### src/stretch_pkg.sv
`default_nettype none
package stretch_pkg;

  // Register port map (word addresses on the plain register port)
  localparam logic [3:0] ADDR_CONTROL   = 4'h0;
  localparam logic [3:0] ADDR_SLAVE_ADR = 4'h1;
  localparam logic [3:0] ADDR_STATUS    = 4'h2;

  // Control register field positions
  localparam int CTL_RELEASE  = 0;
  localparam int CTL_STRETCH  = 1;
  localparam int CTL_ADR_HOLD = 2;
  localparam int CTL_DAT_HOLD = 3;

  // Control register reset value: clock released, all stretching off
  localparam logic [7:0] CONTROL_RESET = 8'h01;

  // Status register field positions
  localparam int STS_HOLDING = 0;
  localparam int STS_SCL     = 1;
  localparam int STS_UPDATE  = 2;
  localparam int STS_BUF     = 3;

  // Bus events from the serial engine, one-cycle pulses
  typedef struct packed {
    logic ack_read;
    logic ack_done;
    logic addr_8th;
    logic data_8th;
    logic addr_update;
  } bus_event_t;

  typedef struct packed {
    logic [3:0] addr;
    logic [7:0] wdata;
    logic       wr;
    logic       rd;
  } reg_req_t;

endpackage
`default_nettype wire

### src/clock_stretch.sv
// Contract
// - Clearing release bit: wait for clock low, then hold it low.
// - Setting release bit stops holding the clock low.
// - Acknowledged read address clears the release bit.
// - With stretch enable, every acknowledge clears the release bit.
// - Buffer-full flag never affects stretching.
// - Read request stretches even if transmit buffer already loaded.
// - Address-update flag stretches without clearing the release bit.
// - Writing slave address register ends the address-update stretch at once.
// - Address hold clears release bit after 8th fall of matching address.
// - Data hold clears release bit after 8th fall of each data byte.
// - Clock only driven low after being sampled low.
// - Hold clock low until release bit set; line rises when all release.
//
// Strobed register access and the register offsets were decided locally.
`timescale 1ns/100ps
`default_nettype none
module clock_stretch
  import stretch_pkg::*;
(
  // Clock and reset
  input  wire logic       clk_sys,
  input  wire logic       arst_n,
  // Register port
  input  wire reg_req_t   req,
  output var  logic [7:0] rdata,
  // Serial engine events
  input  wire bus_event_t evt,
  input  wire logic       buffer_full_flag,
  // Serial clock pin, open drain
  input  wire logic       scl_in,
  output var  logic       scl_out,
  output var  logic       scl_oe,
  // Visible state
  output var  logic       clock_release_bit,
  output var  logic       address_update_flag
);

  ////////////////////////////////////////////////////////////////////////
  logic       scl_sync;
  logic       scl_prev;
  logic       scl_fall;
  logic       stretch_enable;
  logic       address_hold_enable;
  logic       data_hold_enable;
  logic [7:0] slave_address_reg;
  logic       holding;
  logic       hw_clear;
  logic       sw_set;
  logic       sw_clear;
  logic       adr_write;
  logic       want_low;

  sync2 u_scl_sync (
    .clk_sys (clk_sys),
    .arst_n  (arst_n),
    .din     (scl_in),
    .dout    (scl_sync)
  );

  always_ff @(posedge clk_sys or negedge arst_n) begin
    if (!arst_n) begin
      scl_prev <= 1'b1;
    end else begin
      scl_prev <= scl_sync;
    end
  end

  assign scl_fall = scl_prev & ~scl_sync;

  ////////////////////////////////////////////////////////////////////////
  // Software side
  assign sw_set    = req.wr && req.addr == ADDR_CONTROL && req.wdata[CTL_RELEASE];
  assign sw_clear  = req.wr && req.addr == ADDR_CONTROL && !req.wdata[CTL_RELEASE];
  assign adr_write = req.wr && req.addr == ADDR_SLAVE_ADR;

  always_ff @(posedge clk_sys or negedge arst_n) begin
    if (!arst_n) begin
      stretch_enable      <= CONTROL_RESET[CTL_STRETCH];
      address_hold_enable <= CONTROL_RESET[CTL_ADR_HOLD];
      data_hold_enable    <= CONTROL_RESET[CTL_DAT_HOLD];
    end else if (req.wr && req.addr == ADDR_CONTROL) begin
      stretch_enable      <= req.wdata[CTL_STRETCH];
      address_hold_enable <= req.wdata[CTL_ADR_HOLD];
      data_hold_enable    <= req.wdata[CTL_DAT_HOLD];
    end
  end

  always_ff @(posedge clk_sys or negedge arst_n) begin
    if (!arst_n) begin
      slave_address_reg <= 8'h00;
    end else if (adr_write) begin
      slave_address_reg <= req.wdata;
    end
  end

  // Buffer-full flag only shown, never steers the stretch
  always_ff @(posedge clk_sys or negedge arst_n) begin
    if (!arst_n) begin
      rdata <= 8'h00;
    end else if (req.rd) begin
      case (req.addr)
        ADDR_CONTROL:   rdata <= {4'h0, data_hold_enable, address_hold_enable,
                                  stretch_enable, clock_release_bit};
        ADDR_SLAVE_ADR: rdata <= slave_address_reg;
        ADDR_STATUS:    rdata <= {4'h0, buffer_full_flag, address_update_flag,
                                  scl_sync, holding};
        default:        rdata <= 8'h00;
      endcase
    end else begin
      rdata <= 8'h00;
    end
  end

  ////////////////////////////////////////////////////////////////////////
  // Release bit: hardware clear beats a software set in the same cycle
  assign hw_clear = evt.ack_read
                  | (evt.ack_done & stretch_enable)
                  | (evt.addr_8th & address_hold_enable)
                  | (evt.data_8th & data_hold_enable);

  always_ff @(posedge clk_sys or negedge arst_n) begin
    if (!arst_n) begin
      clock_release_bit <= CONTROL_RESET[CTL_RELEASE];
    end else if (hw_clear) begin
      clock_release_bit <= 1'b0;
    end else if (sw_set) begin
      clock_release_bit <= 1'b1;
    end else if (sw_clear) begin
      clock_release_bit <= 1'b0;
    end
  end

  // Address-update stretch, set wins over the releasing write
  always_ff @(posedge clk_sys or negedge arst_n) begin
    if (!arst_n) begin
      address_update_flag <= 1'b0;
    end else if (evt.addr_update) begin
      address_update_flag <= 1'b1;
    end else if (adr_write) begin
      address_update_flag <= 1'b0;
    end
  end

  ////////////////////////////////////////////////////////////////////////
  // Pull-down only after line seen low, so high time is never cut short
  assign want_low = !clock_release_bit || address_update_flag;

  always_ff @(posedge clk_sys or negedge arst_n) begin
    if (!arst_n) begin
      holding <= 1'b0;
    end else if (!want_low) begin
      holding <= 1'b0;
    end else if (!scl_sync) begin
      holding <= 1'b1;
    end
  end

  always_ff @(posedge clk_sys or negedge arst_n) begin
    if (!arst_n) begin
      scl_oe  <= 1'b0;
      scl_out <= 1'b0;
    end else begin
      scl_oe  <= want_low && (holding || !scl_sync);
      scl_out <= 1'b0;
    end
  end

  ////////////////////////////////////////////////////////////////////////
  // Checks
  a_no_drive_high: assert property (@(posedge clk_sys) disable iff (!arst_n)
    $rose(scl_oe) |-> $past(!scl_sync))
    else $error("clock pulled low before it was seen low");
  a_release_drops: assert property (@(posedge clk_sys) disable iff (!arst_n)
    (clock_release_bit && !address_update_flag) |=> !scl_oe)
    else $error("clock still held after release");
  a_read_clears: assert property (@(posedge clk_sys) disable iff (!arst_n)
    evt.ack_read |=> !clock_release_bit)
    else $error("read acknowledge did not clear release bit");
  a_ack_stretch: assert property (@(posedge clk_sys) disable iff (!arst_n)
    (evt.ack_done && stretch_enable) |=> !clock_release_bit)
    else $error("acknowledge with stretch enable not stretched");
  a_buf_ignored: assert property (@(posedge clk_sys) disable iff (!arst_n)
    (evt.ack_read && buffer_full_flag) |=> !clock_release_bit)
    else $error("buffer flag suppressed stretch");
  a_update_keeps: assert property (@(posedge clk_sys) disable iff (!arst_n)
    (evt.addr_update && !hw_clear && !req.wr) |=> $stable(clock_release_bit) && address_update_flag)
    else $error("address update changed release bit");
  a_adr_write_ends: assert property (@(posedge clk_sys) disable iff (!arst_n)
    (adr_write && !evt.addr_update && clock_release_bit && !hw_clear && !sw_clear)
      |=> !address_update_flag ##1 !scl_oe)
    else $error("slave address write did not release clock");
  a_adr_hold: assert property (@(posedge clk_sys) disable iff (!arst_n)
    (evt.addr_8th && address_hold_enable) |=> !clock_release_bit)
    else $error("address hold did not clear release bit");
  a_data_hold: assert property (@(posedge clk_sys) disable iff (!arst_n)
    (evt.data_8th && data_hold_enable) |=> !clock_release_bit)
    else $error("data hold did not clear release bit");
  a_hold_stays: assert property (@(posedge clk_sys) disable iff (!arst_n)
    (scl_oe && !clock_release_bit && !sw_set) |=> scl_oe)
    else $error("hold dropped without release");
  a_open_drain: assert property (@(posedge clk_sys) disable iff (!arst_n)
    !scl_out)
    else $error("clock driven high");

  c_read_stretch: cover property (@(posedge clk_sys) disable iff (!arst_n)
    evt.ack_read ##[1:20] scl_oe);
  c_update_end: cover property (@(posedge clk_sys) disable iff (!arst_n)
    address_update_flag && scl_oe ##1 adr_write);
  c_release: cover property (@(posedge clk_sys) disable iff (!arst_n)
    scl_oe ##1 sw_set ##2 !scl_oe);
  c_fall_seen: cover property (@(posedge clk_sys) disable iff (!arst_n)
    scl_fall && !clock_release_bit);

endmodule
`default_nettype wire

### src/sync2.sv
`timescale 1ns/100ps
`default_nettype none
module sync2 (
  // Clock and reset
  input  wire logic clk_sys,
  input  wire logic arst_n,
  // Data
  input  wire logic din,
  output var  logic dout
);
  logic meta;

  // Line idles high, so both stages reset to one
  always_ff @(posedge clk_sys or negedge arst_n) begin
    if (!arst_n) begin
      meta <= 1'b1;
      dout <= 1'b1;
    end else begin
      meta <= din;
      dout <= meta;
    end
  end
endmodule
`default_nettype wire

### config.mk
export PLATFORM = sky130hd
export DESIGN_NAME = clock_stretch
export DESIGN_NICKNAME = d
export VERILOG_FILES = /design/src/stretch_pkg.sv /design/src/clock_stretch.sv /design/src/sync2.sv
export SDC_FILE = /design/constraint.sdc
export NUM_CORES = 1
export LEC_CHECK = 0
export BUFFER_PORTS_ARGS = -buffer_cell sky130_fd_sc_hd__buf_2
export CORE_UTILIZATION = 45
export CTS_BUF_LIST = sky130_fd_sc_hd__clkbuf_4
export CTS_CLUSTER_SIZE = 40
export DETAILED_ROUTE_END_ITERATION = 7
export PLACE_DENSITY = 0.7
export SYNTH_ARGS = -nofsm -noshare
export SYNTH_HDL_FRONTEND = slang
export SYNTH_SLANG_ARGS = --single-unit
### constraint.sdc
create_clock -name clk_sys -period 1 [get_ports clk_sys]
set_input_delay 0.05 -clock clk_sys [delete_from_list [all_inputs] [get_ports clk_sys]]
set_output_delay 0.05 -clock clk_sys [all_outputs]
set_load 0.02 [all_outputs]
==> results of run 1 <==
==> power groups by stage <==
stage                     registers [uW]  clock network (uW)  logic, uW
after floorplan                     1200                   0        190
after global placement              1210                   0        299
after detailed placement            1210                   0        307
after CTS                           1190                 466        353
after global routing                1210                 503        393
final                               1190                 438        353
==> Yosys cell counts (all sizes together), types with 3 or more instances <==
master	n
a22oi	3
and2	4
dfrtp	22
dfstp	3
mux2	11
mux2i	5
nand2	3
nand4b	3
nor2	4
==> logic make-up after synthesis <==
family          synth area share
flops                     0.6090
other cells             0.003628
simple gates              0.1416
mux                       0.1683
buf+inv                  0.02179
compound gates           0.05569
==> worst paths after layout <==
kind,end,slack (ns),cells after the start
min,clock_release_bit,0.02,4
max reg2reg,rdata[0],-0.01,4
max,clock_release_bit,-0.03,1
max in group asynchronous,u_scl_sync.dout,0.39,2
min in group asynchronous,slave_address_reg[2],0.24,2
min reg2reg,u_scl_sync.dout,0.37,0
==> metrics by stage <==
stage / setup slack [ns] / setup TNS [ns] / total power [uW] / hold slack (ns) / std cells
6_report: -0.03472 / -0.04394 / 1985 / 0.02470 / 156
5_1_grt: -0.07491 / -0.1533 / 2106 / 0.02687 / 156
4_1_cts: -0.03730 / -0.06303 / 2013 / 0.01942 / 155
3_5_place_dp: -0.07842 / -0.8673 / 1519 / 0.06332 / 137
3_3_place_gp: -0.06016 / -0.5745 / 1507 / 0.05746 / 137
2_1_floorplan: 0.05504 / 0 / 1391 / -0.2456 / 74
==> timing repair <==
| item | CTS | global route |
|---|---|---|
| endpoints found under the setup margin | 2 | 4 |
| hold buffers | 13 | 0 |
| gates resized for setup | 3 | 2 |
| hold endpoints to repair | 37 | 0 |
| buffers inserted | 1 | 1 |
==> routing by layer <==
metal | GRT usage | routed length [um] | vias up
met4 | 0.07143 | 12 | 0
met5 | 0 | 0 | -
met3 | 0.02778 | 92 | 2
met1 | 0.2380 | 852 | 358
met2 | 0.2658 | 823 | 26
li1 | - | - | 368
==> layout make-up <==
type | instances | area (um2) | area share
inverter | 2 | 7.507 | 0.005181
sequential | 25 | 629.4 | 0.4344
multi-input combinational | 45 | 390.4 | 0.2694
tap | 27 | 33.78 | 0.02332
timing repair buffer | 53 | 357.8 | 0.2470
clock buffer | 4 | 30.03 | 0.02073
==> run_results.csv, run 1 <==
group,metric,value,unit
outcome,run_status,"complete, but fails checks",
outcome,violations_in_the_final_reports,"setup timing",
global_route,grt_antenna_before_repair,0,
setup_path,worst-endpoint-required,0.95,ns
die,dieWidth,49.93,um
pwr,power.share.switching,0.2302,
global_route,grt_max_degree,26,
sta,max-slew-margin-rel,0.6507,
die,die_height,49.93,um
synthesis,synthesis.area_per_instance,13.97,um2
die,placement_rows,16,
synthesis,synthDominantCellAreaShare,0.5327,
clock_tree,clk_pin_slew,0.12,ns
synthesis,post_synth_num_cell_types,21,
setup_path,crit_buf_inv,1,
place,finalWeightedCongestion,0.7885,
pwr,reported_leakage_power,0.0007356,uW
pwr,power_per_cell_area,1370,nW/um2
sta,timing.final.ws_setup,-0.03472,ns
clock_tree,tritoncts_clock_tree,"built",
die,io_pins,35,
die,die_area,2493,um2
route,final_antenna_net_count,0,
sta,timing_worst_slew_pin_value,0.5240,ns
place,placed_area,1255,um2
synthesis,asyncSetResetFlopFracSynth,1.000,
clock_tree,tritoncts.num_buffers,3,
synthesis,synth-warning-count,0,
synthesis,postSynthCellCount,74,
synthesis,synth_fp_nets,97,
layout,layout-drive-gt1-share,0.5039,
clock_tree,htree_num_levels,1,
layout,fillCellCount,148,
layout,most_common_library_cell_in_the_layout_ignoring_fill_and_taps,"buf_2",
clock_tree,worstSkewPairLatency,0.30,ns
die,core_region_area,2062,um2
sta,grt_setup_unrepaired,"yes",
synthesis,prevailing_post_synth_register_cell,"dfrtp_1",
setup_path,crit_arrival,0.98,ns
setup_path,critical_path_cell_by_cell,"buf_6",
layout,finalNetCount,153,
synthesis,synth-seq-area-share,0.6090,
sta,finalSetupViolations,2,
sta,finalCritPeriodShare,1.035,
synthesis,yosys.area.top_type,"dfrtp_1",
place,placement.io_buffers,33,
route,remaining_drc_errors,0,
layout,insertedDiodeCount,0,
route,detail_route.wl_per_cell,11.41,um
setup_path,timing.critical_path.from,"clock_release_bit",
synthesis,synth_top_cells_by_area,"dfrtp_1 (53%), mux2_2 (12%), dfstp_2 (7.6%)",
route,drt_pre_antenna_iters,4,
clock_tree,clock_tree.root_cell,"clkbuf_4",
worst_hold_path,timing.hold.worst.class,"input port to flip-flop",
pwr,p_int,1528,uW
pwr,clock_share_of_power,0.221,
worst_hold_path,holdCritStartpoint,"evt[1]",
flow_run,timing.max_cap.violations,0,
setup_path,worstSetupEndpointType,"primary output",
pwr,worst_ir_drop_vdd,0.9300,mV
route,number_of_vias_in_the_routed_layout,754,
sta,maxClockFrequency,0.9664,GHz
setup_path,timing.critical_path.fanout_max,2,
synthesis,synthesis.area,1033,um2
global_route,grt_pass1_vias,731,
setup_path,setup.worst_path.start_class,"flip-flop",
sta,period_minus_slack,1.035,ns
synthesis,flip_flop_and_latch_count_after_synthesis,25,
global_route,gr-total-overflow,0,
layout,final_cell_area,1449,um2
layout,syn_to_final_growth,40.19,%
setup_path,crit_type,"flip-flop to primary output",
pwr,power_switching,456.9,uW
clock_tree,clock_tree.buffer_depth,2,
global_route,first_pass_grt_wire_length,3139,um
synthesis,number_of_enable_flip_flop_cells_after_synthesis,0,
setup_path,critical-path-max-stage-delay,0.57,ns
route,avgViaCountPerCell,4.833,
layout,most-common-layout-cells,"buf_2 (32), dfrtp_1 (22), dlygate4sd3_1 (13), mux2_2 (11), buf_4 (6)",
setup_path,r2r-start,"clock_release_bit",
route,detail_route.iter0.violations,6,
sta,fin_skew,0.004716,ns
sta,final-max-slew-violation-count,0,
setup_path,critPathTopFamily,"flip-flops",
route,totalWireLength,1780,um
pwr,pwr-share-comb,0.178,
layout,utilization,0.7027,
die,initial_core_util,0.5012,
setup_path,cpMaxStageDelayCell,"dfstp_2",
clock_tree,cts_num_sinks,25,
global_route,grt_usage,0.1717,
place,dpl.hpwl,1312,um
sta,finalHoldViolCount,0,
pwr,power.sequential.fraction,0.602,
Power figures use the tool's default switching activity.
==> inputs of run 2 (changes only) <==
--- a/config.mk
+++ b/config.mk
@@ -8,3 +8,5 @@
 export BUFFER_PORTS_ARGS = -buffer_cell sky130_fd_sc_hd__buf_2
-export CORE_UTILIZATION = 45
+export CELL_PAD_IN_SITES_DETAIL_PLACEMENT = 1
+export CELL_PAD_IN_SITES_GLOBAL_PLACEMENT = 1
+export CORE_UTILIZATION = 40
 export CTS_BUF_LIST = sky130_fd_sc_hd__clkbuf_4
@@ -12,3 +14,3 @@
 export DETAILED_ROUTE_END_ITERATION = 7
-export PLACE_DENSITY = 0.7
+export PLACE_DENSITY = 0.77
 export SYNTH_ARGS = -nofsm -noshare
==> constraint.sdc (replaced) <==
create_clock -name clk_sys -period 1 [get_ports clk_sys]
set_input_delay 0.2 -clock clk_sys [delete_from_list [all_inputs] [get_ports clk_sys]]
set_output_delay 0.2 -clock clk_sys [all_outputs]
set_load 0.02 [all_outputs]
==> run 2 against run 1 <==
  * The run still ends with setup timing left
  * Global-route usage is 0.47 points higher
  * Count of clock-buffer cells in the layout decreased by 1
  * Total power up 3.6%
  * Clock skew decreased by 0.00076 ns
  * First-iteration DRC count down 17%
  * Final cell count shrank 4.5%
  * Non-clock buffer count is 10 lower
  * Critical path depth is the same
  * Critical path type unchanged
  * Critical endpoint unchanged
  * Largest power group unchanged
==> run_results.csv, run 2 (synthesis gave the netlist of run 1 again) <==
group,metric,value,unit
global_route,first_pass_grt_wire_length,3484,um
place,dpl.hpwl,1634,um
setup_path,critical-path-max-stage-delay,0.57,ns
place,placed_area,1266,um2
setup_path,timing.critical_path.fanout_max,2,
layout,final-instance-count-excl-fill,149,
sta,maxClockFrequency,0.8288,GHz
outcome,run_status,"complete, but fails checks",
place,placement.io_buffers,33,
global_route,grt_pass1_vias,765,
setup_path,worst-endpoint-required,0.80,ns
setup_path,worstSetupEndpointType,"primary output",
pwr,worst_ir_drop_vdd,1.050,mV
route,avgViaCountPerCell,4.946,
die,die_height,52.83,um
sta,fin_skew,0.003955,ns
pwr,finalPower,2056,uW
route,final_antenna_net_count,0,
place,finalWeightedCongestion,0.7268,
global_route,grt_usage,0.1764,
die,initial_core_util,0.4210,
setup_path,crit_buf_inv,1,
clock_tree,clk_pin_slew,0.14,ns
die,core_region_area,2455,um2
outcome,violations_in_the_final_reports,"setup timing",
global_route,grt_antenna_before_repair,0,
place,numPlacedInstances,139,
pwr,reported_leakage_power,0.0007052,uW
global_route,grt_max_degree,16,
layout,final_cell_area,1445,um2
die,placement_rows,18,
setup_path,crit_type,"flip-flop to primary output",
setup_path,critical_path_cell_by_cell,"buf_6",
sta,period_minus_slack,1.207,ns
clock_tree,clock_tree.root_cell,"clkbuf_4",
route,detail_route.wl_per_cell,14.34,um
sta,final-max-slew-violation-count,0,
route,totalWireLength,2137,um
layout,utilization,0.5887,
sta,finalHoldViolCount,0,
layout,layout-drive-gt1-share,0.5966,
clock_tree,tritoncts.num_buffers,3,
clock_tree,cts_num_sinks,25,
sta,timing.final.ws_setup,-0.2066,ns
die,dieWidth,52.83,um
route,remaining_drc_errors,0,
clock_tree,tritoncts_clock_tree,"built",
layout,finalNetCount,143,
layout,most-common-layout-cells,"dfrtp_1 (22), buf_2 (22), mux2_2 (11), buf_6 (11), buf_4 (7)",
sta,grt_setup_unrepaired,"yes",
flow_run,timing.max_cap.violations,0,
layout,insertedDiodeCount,0,
die,io_pins,35,
setup_path,critPathTopFamily,"flip-flops",
route,drt_pre_antenna_iters,2,
place,preCtsSetupSlack,-0.1867,ns
worst_hold_path,timing.hold.worst.class,"input port to flip-flop",
setup_path,crit_arrival,1.01,ns
route,number_of_vias_in_the_routed_layout,737,
die,die_area,2791,um2
clock_tree,clock_tree.buffer_depth,2,
clock_tree,worstSkewPairLatency,0.32,ns
clock_tree,htree_num_levels,1,
sta,finalSetupViolations,13,
sta,finalCritPeriodShare,1.207,
pwr,power_per_cell_area,1423,nW/um2
setup_path,cpMaxStageDelayCell,"dfstp_2",
layout,syn_to_final_growth,39.83,%
route,detail_route.iter0.violations,5,
setup_path,setup.worst_path.start_class,"flip-flop",
global_route,gr-total-overflow,0,
==> run 2: final timing paths <==
kind                                    from                    to  slack (ns)  cells past startpoint
max in group asynchronous             arst_n              rdata[1]        0.35                      3
setup / recovery           clock_release_bit     clock_release_bit       -0.21                      1
min in group asynchronous             arst_n  slave_address_reg[4]        0.28                      2
hold / removal                        evt[0]   address_update_flag        0.05                      2
setup reg to reg           clock_release_bit              rdata[0]       -0.07                      4
hold reg to reg              u_scl_sync.meta       u_scl_sync.dout        0.37                      0
==> run 2: layout make-up <==
class	count	area [um2]
clock buffer	3	22.52
timing repair buffer	43	326.6
inverter	2	7.507
tap	30	37.54
multi-input combinational	45	414.1
sequential	25	629.4
clock inverter	1	7.507
fill	259	1010
==> run 2: power by group <==
group	leakage (uW)	total (uW)	internal [uW]	switching [uW]
combinational	0.000388	378	227	151
sequential	0.000304	1210	1130	77.7
clock	0.0000139	471	153	318
total	0.000705	2060	1510	547
==> run 2: metal layers <==
metal	up-vias	wire (um)	global-route usage
met5	-	0	0
met1	370	1005	0.2350
li1	348	-	-
met4	0	14	0.06579
met2	17	1057	0.2869
met3	2	59	0.02609
==> run 2: what timing repair did <==
action | in CTS | in global routing
buffers inserted | 2 | 2
gates cloned | 0 | 0
endpoints found under the hold margin | 10 | 0
resized for setup | 23 | 6
hold buffers | 2 | 0
pin swaps | 0 | 1
setup endpoints to repair | 12 | 16
==> run 2: metrics by stage <==
step,hold WS (ns),setup TNS [ns]
6_report,0.04955,-0.8550
3_5_place_dp,0.1069,-3.214
4_1_cts,0.05713,-0.8111
5_1_grt,0.03426,-1.281
3_3_place_gp,0.1039,-2.645
2_1_floorplan,-0.09559,-0.03538
